## src/verilog/irq_flag_map.svh

```systemverilog
`ifndef IRQ_FLAG_MAP_SVH
`define IRQ_FLAG_MAP_SVH

// flat flag index: group0 upper 0..7, group1 lower 8..15,
// group1 upper 16..23, group2 lower 24..31
`define FLAG_COUNT       32
`define BIT_G0H_SHARED5  5
`define BIT_G1L_SHARED0  8
`define BIT_G1L_SHARED1  9
`define BIT_G1L_SHARED3  11
`define BIT_G1H_TMR2     16
`define BIT_G1H_TMR3     17
`define BIT_G1H_ADC      18
`define BIT_G1H_RTC      19
`define BIT_G1H_ITMR     20
`define BIT_G2L_DSAD     24
`define BIT_G2L_TMR4     25
`define BIT_G2L_TMR5     26
`define BIT_G2L_PIN6     27
`define BIT_G2L_PIN7     28
`define BIT_G2L_CMP0     30
`define BIT_G2L_CMP1     31
`define VALID_BITS       32'hDF1FFFE7
`define OTHER_BITS       32'h0000F4C7
`define REQ_RESET        32'h00000000
`define MASK_RESET       32'hFFFFFFFF
`define PRIO_RESET       32'hFFFFFFFF

`endif

```

## src/verilog/irq_types_pkg.sv

```systemverilog
package irq_types_pkg;

  typedef struct packed {
    logic [31:0] req;
    logic [31:0] mask;
    logic [31:0] pr0;
    logic [31:0] pr1;
    logic [1:0]  pin_prev;
    logic        irq_req;
    logic [4:0]  irq_idx;
    logic [1:0]  irq_lvl;
  } flag_state_t;

endpackage

```

## src/verilog/interrupt_flag_mapping.sv

```systemverilog
`timescale 1ns/1ps
`include "irq_flag_map.svh"
module interrupt_flag_mapping
  import irq_types_pkg::*;
(
  input  wire logic        mclk,
  input  wire logic        rst_n,
  input  wire logic        serial0_tx_end_irq,
  input  wire logic        clocked_serial00_end_irq,
  input  wire logic        simple_i2c00_end_irq,
  input  wire logic        uart0_rx_error_irq,
  input  wire logic        uart0_error_irq_enable,
  input  wire logic        timer_ch1_upper8_irq,
  input  wire logic        serial1_tx_end_irq,
  input  wire logic        simple_i2c10_end_irq,
  input  wire logic        uart1_rx_error_irq,
  input  wire logic        uart1_error_irq_enable,
  input  wire logic        timer_ch3_upper8_irq,
  input  wire logic        timer_ch2_irq,
  input  wire logic        timer_ch3_irq,
  input  wire logic        adc_conv_end_irq,
  input  wire logic        rtc_event_irq,
  input  wire logic        interval12_timer_irq,
  input  wire logic        delta_sigma_conv_end_irq,
  input  wire logic        timer_ch4_irq,
  input  wire logic        timer_ch5_irq,
  input  wire logic [1:0]  external_pin_irq,
  input  wire logic [1:0]  pin_rising_edge_enables,
  input  wire logic [1:0]  pin_falling_edge_enables,
  input  wire logic        comparator0_irq,
  input  wire logic        comparator1_irq,
  input  wire logic [31:0] other_src_set,
  input  wire logic [31:0] sw_set,
  input  wire logic [31:0] sw_clr,
  input  wire logic        mask_wr,
  input  wire logic [31:0] mask_wdata,
  input  wire logic        prio0_wr,
  input  wire logic [31:0] prio0_wdata,
  input  wire logic        prio1_wr,
  input  wire logic [31:0] prio1_wdata,
  input  wire logic        irq_enable,
  input  wire logic        in_service_level_bit0,
  input  wire logic        in_service_level_bit1,
  input  wire logic        irq_ack,
  output logic [7:0]       request_flags_grp0_upper,
  output logic [7:0]       request_flags_grp1_lower,
  output logic [7:0]       request_flags_grp1_upper,
  output logic [7:0]       request_flags_grp2_lower,
  output logic [7:0]       mask_flags_grp0_upper,
  output logic [7:0]       mask_flags_grp1_lower,
  output logic             irq_req,
  output logic [4:0]       irq_idx,
  output logic [1:0]       irq_lvl
);

  flag_state_t state_ff;
  flag_state_t nxt_state;
  logic [31:0] hw_set;
  logic [31:0] req_cleared;
  logic [31:0] nxt_req;
  logic [31:0] nxt_mask;
  logic [31:0] nxt_pr0;
  logic [31:0] nxt_pr1;
  logic [1:0]  pin_edge;
  logic [1:0]  isp;
  logic        res_found;
  logic [4:0]  res_idx;
  logic [1:0]  res_lvl;

  assign isp = {in_service_level_bit1, in_service_level_bit0};

  // pin edge detect with per-pin rising and falling enables
  assign pin_edge = (external_pin_irq & ~state_ff.pin_prev
                     & pin_rising_edge_enables)
                  | (~external_pin_irq & state_ff.pin_prev
                     & pin_falling_edge_enables);

  always_comb begin
    hw_set = other_src_set & `OTHER_BITS;
    hw_set[`BIT_G0H_SHARED5] = serial0_tx_end_irq
                             | clocked_serial00_end_irq
                             | simple_i2c00_end_irq;
    hw_set[`BIT_G1L_SHARED0] = (uart0_rx_error_irq & uart0_error_irq_enable)
                             | timer_ch1_upper8_irq;
    hw_set[`BIT_G1L_SHARED1] = serial1_tx_end_irq
                             | simple_i2c10_end_irq;
    hw_set[`BIT_G1L_SHARED3] = (uart1_rx_error_irq & uart1_error_irq_enable)
                             | timer_ch3_upper8_irq;
    hw_set[`BIT_G1H_TMR2] = timer_ch2_irq;
    hw_set[`BIT_G1H_TMR3] = timer_ch3_irq;
    hw_set[`BIT_G1H_ADC]  = adc_conv_end_irq;
    hw_set[`BIT_G1H_RTC]  = rtc_event_irq;
    hw_set[`BIT_G1H_ITMR] = interval12_timer_irq;
    hw_set[`BIT_G2L_DSAD] = delta_sigma_conv_end_irq;
    hw_set[`BIT_G2L_TMR4] = timer_ch4_irq;
    hw_set[`BIT_G2L_TMR5] = timer_ch5_irq;
    hw_set[`BIT_G2L_PIN6] = pin_edge[0];
    hw_set[`BIT_G2L_PIN7] = pin_edge[1];
    hw_set[`BIT_G2L_CMP0] = comparator0_irq;
    hw_set[`BIT_G2L_CMP1] = comparator1_irq;
  end

  // next flag, mask and priority vectors, kept apart from the state copy
  // so the resolver result does not loop back into its own inputs
  always_comb begin
    req_cleared = state_ff.req & ~sw_clr;
    if (irq_ack && state_ff.irq_req) begin
      req_cleared[state_ff.irq_idx] = 1'b0;
    end
    // set wins over any clear in the same cycle
    nxt_req  = (req_cleared | hw_set | sw_set) & `VALID_BITS;
    nxt_mask = mask_wr ? mask_wdata : state_ff.mask;
    nxt_pr0  = prio0_wr ? prio0_wdata : state_ff.pr0;
    nxt_pr1  = prio1_wr ? prio1_wdata : state_ff.pr1;
    if (!rst_n) begin
      nxt_req  = `REQ_RESET;
      nxt_mask = `MASK_RESET;
      nxt_pr0  = `PRIO_RESET;
      nxt_pr1  = `PRIO_RESET;
    end
  end

  // one request, mask and priority pair per flat position
  always_comb begin
    nxt_state          = state_ff;
    nxt_state.req      = nxt_req;
    nxt_state.mask     = nxt_mask;
    nxt_state.pr0      = nxt_pr0;
    nxt_state.pr1      = nxt_pr1;
    nxt_state.pin_prev = external_pin_irq;
    nxt_state.irq_req  = res_found;
    nxt_state.irq_idx  = res_idx;
    nxt_state.irq_lvl  = res_lvl;
    if (!rst_n) begin
      nxt_state.pin_prev = 2'h0;
      nxt_state.irq_req  = 1'b0;
      nxt_state.irq_idx  = 5'h00;
      nxt_state.irq_lvl  = 2'h3;
    end
  end

  always_ff @(posedge mclk) begin
    state_ff <= nxt_state;
  end

  prio_resolver #(
    .N (`FLAG_COUNT)
  ) u_resolver (
    .req   (nxt_req),
    .mask  (nxt_mask),
    .pr0   (nxt_pr0),
    .pr1   (nxt_pr1),
    .isp   (isp),
    .ie    (irq_enable),
    .found (res_found),
    .idx   (res_idx),
    .lvl   (res_lvl)
  );

  assign request_flags_grp0_upper = state_ff.req[7:0];
  assign request_flags_grp1_lower = state_ff.req[15:8];
  assign request_flags_grp1_upper = state_ff.req[23:16];
  assign request_flags_grp2_lower = state_ff.req[31:24];
  assign mask_flags_grp0_upper    = state_ff.mask[7:0];
  assign mask_flags_grp1_lower    = state_ff.mask[15:8];
  assign irq_req                  = state_ff.irq_req;
  assign irq_idx                  = state_ff.irq_idx;
  assign irq_lvl                  = state_ff.irq_lvl;
endmodule

```

## src/verilog/prio_resolver.sv

```systemverilog
`timescale 1ns/1ps
module prio_resolver #(
  parameter int N = 32
) (
  input  wire logic [N-1:0]         req,
  input  wire logic [N-1:0]         mask,
  input  wire logic [N-1:0]         pr0,
  input  wire logic [N-1:0]         pr1,
  input  wire logic [1:0]           isp,
  input  wire logic                 ie,
  output logic                      found,
  output logic [$clog2(N)-1:0]      idx,
  output logic [1:0]                lvl
);

  function automatic logic [1:0] level_of(input logic p1, input logic p0);
    level_of = {p1, p0};
  endfunction

  // lowest level wins, then lowest index (default order)
  always_comb begin
    found = 1'b0;
    idx   = '0;
    lvl   = 2'h3;
    for (int l = 3; l >= 0; l--) begin
      for (int i = N - 1; i >= 0; i--) begin
        if (ie && req[i] && !mask[i] &&
            level_of(pr1[i], pr0[i]) == 2'(l) &&
            level_of(pr1[i], pr0[i]) <= isp) begin
          found = 1'b1;
          idx   = ($clog2(N))'(i);
          lvl   = 2'(l);
        end
      end
    end
  end

endmodule
```

## config.mk

```make
export PLATFORM = sky130hd
export DESIGN_NAME = interrupt_flag_mapping
export DESIGN_NICKNAME = d
export VERILOG_FILES = /design/src/verilog/irq_types_pkg.sv /design/src/verilog/interrupt_flag_mapping.sv /design/src/verilog/prio_resolver.sv
export VERILOG_INCLUDE_DIRS = /design/src /design/src/verilog
export SDC_FILE = /design/constraint.sdc
export NUM_CORES = 1
export LEC_CHECK = 0
export BUFFER_PORTS_ARGS = -buffer_cell sky130_fd_sc_hd__buf_2
export CAP_MARGIN = 20
export CORE_UTILIZATION = 42
export CTS_BUF_LIST = sky130_fd_sc_hd__clkbuf_8
export DETAILED_ROUTE_END_ITERATION = 16
export GPL_TIMING_DRIVEN = 0
export PLACE_DENSITY = 0.67
export SLEW_MARGIN = 10
export SYNTH_ARGS = -nofsm -noshare
export SYNTH_HDL_FRONTEND = slang
export SYNTH_HIERARCHICAL = 1
export SYNTH_SLANG_ARGS = --single-unit
```

## constraint.sdc

```tcl
create_clock -name mclk -period 10.34 [get_ports mclk]
set_clock_uncertainty 0.1 [all_clocks]
set_input_delay 3.102 -clock mclk [delete_from_list [all_inputs] [get_ports mclk]]
set_output_delay 3.102 -clock mclk [all_outputs]
set_load 0.005 [all_outputs]
```

==> results.txt <==
----------------------------------------------------
[Run status]
  Outcome ... finished, final reports clean

[Cells and area]
  Net count of the finished layout ... 1806
  Share of post-route cells with drive strength above 1 ... 0.250
  Final standard cell utilization of the core ... 0.516
  Number of antenna cells inserted ... 0
  Area growth, synth to finish ... 20.4%
  Design area ... roughly 12000 µm²

[Routing]
  Via total after detailed routing ... approximately 10000
  Detail-routed via count per cell ... 5.60
  Antenna Nets Post-Route ... 0
  Drt pass-1 iters ... 5
  Routed wire length ... 38300 µm
  Post-detailed-route wirelength per cell ... 21.1 µm
  Count of routing violations after the opening detailed-route iteration ... between 800 and 900
  Detailed-route DRC error count ... 0

[Pwr]
  Internal power ... ~890 µW
  Psw ... 454 µW
  Fraction of power consumed by combinational cells ... 0.253
  Pwr Density ... roughly 110 nW/µm²
  Leakage power total ... 5.73 nW
  Fraction of power consumed by the clock network ... 0.331
  Switching Share ... 0.339
  Maximum ir drop on the vdd rail ... 0.0000707 V
  Sequential share of power ... 0.416

[Synth]
  Cell area after synthesis ... 9740 µm²
  Post-Synth XOR/XNOR Area ... 0
  Share of flip-flops with an asynchronous set or reset after synthesis ... 0
  Multiplexer area fraction after synthesis ... 0.0987
  Dominant combinational cell family by area after synthesis ... simple AND/OR/NAND/NOR gates
  Simple-gate portion of the synthesized area ... 0.320
  Flop and latch count out of synthesis ... 132
  Gate count of the mapped netlist ... 1242
  Sequential-to-total area share from yosys stat ... 0.271
  Area fraction in compound gates after synthesis ... 0.149
  Cell with the most instances after synthesis ... sky130_fd_sc_hd__nand2_1
  Arithmetic-cell share of the synthesized area counting full adders, half adders and majority gates ... 0.0822
  Count of unique library cells instantiated by Yosys ... 73
  Number of enable-type register cells in the synthesized netlist ... 0
  Most common library cells after synthesis ... sky130_fd_sc_hd__nand2_1 (200), sky130_fd_sc_hd__dfxtp_1 (132), sky130_fd_sc_hd__mux2i_1 (96), sky130_fd_sc_hd__nor2_1 (81), sky130_fd_sc_hd__nor2b_1 (69)
  Proportion of netlist area held by the largest area contributor ... 0.271
  Synthesized area per cell ... 7.84 µm²
  Count of yosys warnings during synthesis ... 6
  Dominant cell type by area after synthesis ... sky130_fd_sc_hd__dfxtp_1
  Cell types occupying the most area after synthesis ... sky130_fd_sc_hd__dfxtp_1 (27%), sky130_fd_sc_hd__mux2i_1 (9.9%), sky130_fd_sc_hd__ha_1 (8.2%)
  Most used DFF post-synth ... sky130_fd_sc_hd__dfxtp_1

[Clock tree]
  Sink count of the clock tree ... 132
  Number of gates resized after cts ... 0
  Number of setup buffers added after CTS ... 0
  Cell chosen for the clock root ... sky130_fd_sc_hd__clkbuf_8
  CTS HTree Levels ... 4
  Clock-pin slew on the worst setup and hold paths ... 0.09 ns
  Maximum buffer depth of the clock tree ... 2
  Clock tree from TritonCTS ... yes
  Worst skew pair latency ... 0.47 ns
  Total CTS buffers ... 17
  Count of hold buffers inserted by post-cts repair ... 0

[Job]
  Number of max-capacitance violations reported ... 0

[GRT]
  Via count of the first global-routing pass ... 9441
  Leftover overflow at the end of global routing ... 0
  Global-route usage over all layers ... 0.321
  Initial antenna violation count ... 1
  Maximum number of pins on one net before global-route repair ... 33
  Global-route wire length before repair ... 56100 µm

[Min path]
  Worst min-delay path class ... flip-flop to flip-flop
  Startpoint of the lowest-slack hold path ... state_ff[91]$_DFF_P_
  Number of cells on the worst hold path ... 2
  Sink of the worst hold path ... state_ff[91]$_DFF_P_

[Floorplan]
  Number of rows created at floorplan ... 55
  Die Y-Extent ... 154 µm
  DIE AREA ... 23800 µm²
  Initial core utilization ... 0.429
  Die boundary width ... 154 µm
  Number of top-level design ports ... 284
  Floorplan Core Area ... 22700 µm²

[STA]
  Count of final max-slew check failures ... 0
  Max Clk Rate ... between 100 and 150 MHz
  Unrepaired setup endpoints after global routing ... no
  Portion of the clock cycle consumed by the worst path in the final layout ... 0.698
  Final count of hold timing violations ... 0
  Final setup fails ... 0
  Setup TNS Final ... 0 ns
  Slew @ Worst Pin ... 1.13 ns
  Worst relative slew slack ... 0.240
  Setup slack of the critical path after layout ... between 3 and 4 ns
  Minimum period implied by the final worst setup slack ... 7.22 ns

[Worst setup path]
  Kind of start point of the critical path ... input pin
  Endpoint of the worst-slack reg-to-reg timing path ... irq_idx[0]$_SDFF_PN0_
  R2R Path Start ... irq_idx[1]$_SDFF_PN0_
  Startpoint-to-endpoint class of the critical path ... input pin to flip-flop
  Register-to-register path setup slack ... around 6.2 ns
  CP peak stage delay ... 0.72 ns
  Arr. time, crit path ... 7.53 ns
  Critical path endpoint category ... flip-flop
  Max FO, Critical Path ... 10
  Crit path max-delay cell type ... sky130_fd_sc_hd__clkbuf_1
  Required time of the critical path ... 10.65 ns
  Logic depth of the worst register-to-register path ... 13
  Crit-path cells ... buf_2 -> buf_2 -> clkbuf_1 -> nand2_1 -> ha_1 -> nor2b_1 -> o21ai_1 -> nand3_1 -> or3_1 -> nand3_1 -> a31oi_1 -> nand4_1 -> a21oi_1 -> or4_1 -> a221oi_1 -> and2_1

[Placed design]
  Port Buf Inserts ... 239
  GPL Wtd Cong ... roughly 1
  Worst Setup Slack post-DPL ... 2.64 ns
  DP Wirelength ... 31100 µm
  Placed Instance Area ... 11300 µm²

----------------------------------------------------
## logic make-up after synthesis
kind of cell             after synthesis
AND/OR/NAND/NOR                      594
buffers and inverters                132
other                                  1
adder cells (fa/ha/maj)               64
multiplexers                          96
flip-flops                           132
AO/OA/AOI/OAI                        223
## layout make-up
class,count,area [µm²]
Buffer,85,596
Multi-Input combinational cell,991,6370
Clock buffer,17,234
Clock inverter,15,145
Tap cell,285,357
Fill cell,2263,11000
Timing Repair Buffer,240,1200
Inverter,47,176
Sequential cell,132,2640
## flip-flops by register name, summed over array words and instances, names as in the netlist
signal                    flops
irq_idx                       5
irq_lvl                       2
irq_req                       1
mask_flags_grp0_upper         8
mask_flags_grp1_lower         8
request_flags_grp0_upper      6
request_flags_grp1_lower      8
request_flags_grp1_upper      5
request_flags_grp2_lower      7
state_ff                     82
## per-stage QoR
step,total power [mW],hold slack [ns],cells
3_3_place_gp,0.896,0.341,1779
2_1_floorplan,0.777,0.329,1255
5_1_grt,1.41,0.394,1812
4_1_cts,1.34,0.366,1811
3_5_place_dp,0.904,0.344,1779
6_report,1.34,0.371,1812
## critical path, delay by kind of cell
family / cells / cell delay, ns
compound gates: 4 / 0.87
fa+ha+maj: 1 / 0.41
buf+inv: 3 / 1.10
simple gates: 8 / 2.02
## layer usage
metal,vias to the layer above,wire length (µm),track usage,share of wire
met3,52,2630,0.0493,0.069
met4,0,1140,0.119,0.030
met5,-,0,0,0
met2,410,17200,0.524,0.45
met1,4715,17300,0.427,0.45
li1,4971,-,-,-
## power groups by stage
stage / combinational, mW / clock (mW) / sequential [mW]
3_5_place_dp: 0.334 / 0 / 0.570
6_report: 0.339 / 0.444 / 0.558
3_3_place_gp: 0.327 / 0 / 0.569
5_1_grt: 0.373 / 0.472 / 0.562
4_1_cts: 0.336 / 0.449 / 0.558
2_1_floorplan: 0.212 / 0 / 0.565
## placed cells by master, fill, tap and decap left out, types with 10 or more instances in the layout
cell type	netlist	routed
sky130_fd_sc_hd__nor4b_1	12	12
sky130_fd_sc_hd__nand3_1	23	23
sky130_fd_sc_hd__nand4b_1	10	10
sky130_fd_sc_hd__conb_1	1	14
sky130_fd_sc_hd__inv_1	46	46
sky130_fd_sc_hd__mux2i_1	96	96
sky130_fd_sc_hd__or3_1	22	22
sky130_fd_sc_hd__nor2b_1	69	69
sky130_fd_sc_hd__nor2_1	81	81
sky130_fd_sc_hd__ha_1	64	64
sky130_fd_sc_hd__dfxtp_1	132	132
sky130_fd_sc_hd__nand4_1	28	28
sky130_fd_sc_hd__a31oi_1	15	15
sky130_fd_sc_hd__nand3b_1	20	20
sky130_fd_sc_hd__nor3b_1	10	10
sky130_fd_sc_hd__o21ai_1	34	34
sky130_fd_sc_hd__a21oi_1	49	49
sky130_fd_sc_hd__buf_4	66	66
sky130_fd_sc_hd__clkbuf_8	0	17
sky130_fd_sc_hd__o31ai_1	10	10
sky130_fd_sc_hd__nor4_1	18	18
sky130_fd_sc_hd__o21ai_0	39	39
sky130_fd_sc_hd__nor3_1	41	41
sky130_fd_sc_hd__buf_2	11	250
sky130_fd_sc_hd__a2bb2oi_1	10	10
sky130_fd_sc_hd__nand2_1	200	200
## how the worst max path moves through the flow
stage | slack (ns) | from | endpoint
floorplan | 4.15 | prio1_wr | irq_idx[3]$_SDFF_PN0_
global route | 2.86 | rst_n | irq_idx[1]$_SDFF_PN0_
finish | 3.12 | rst_n | irq_idx[0]$_SDFF_PN0_
detailed placement | 2.64 | rst_n | irq_idx[0]$_SDFF_PN0_
CTS | 3.16 | rst_n | irq_idx[0]$_SDFF_PN0_
global placement | 2.68 | rst_n | irq_idx[0]$_SDFF_PN0_
No activity file was read; power rests on OpenSTA's default activity.
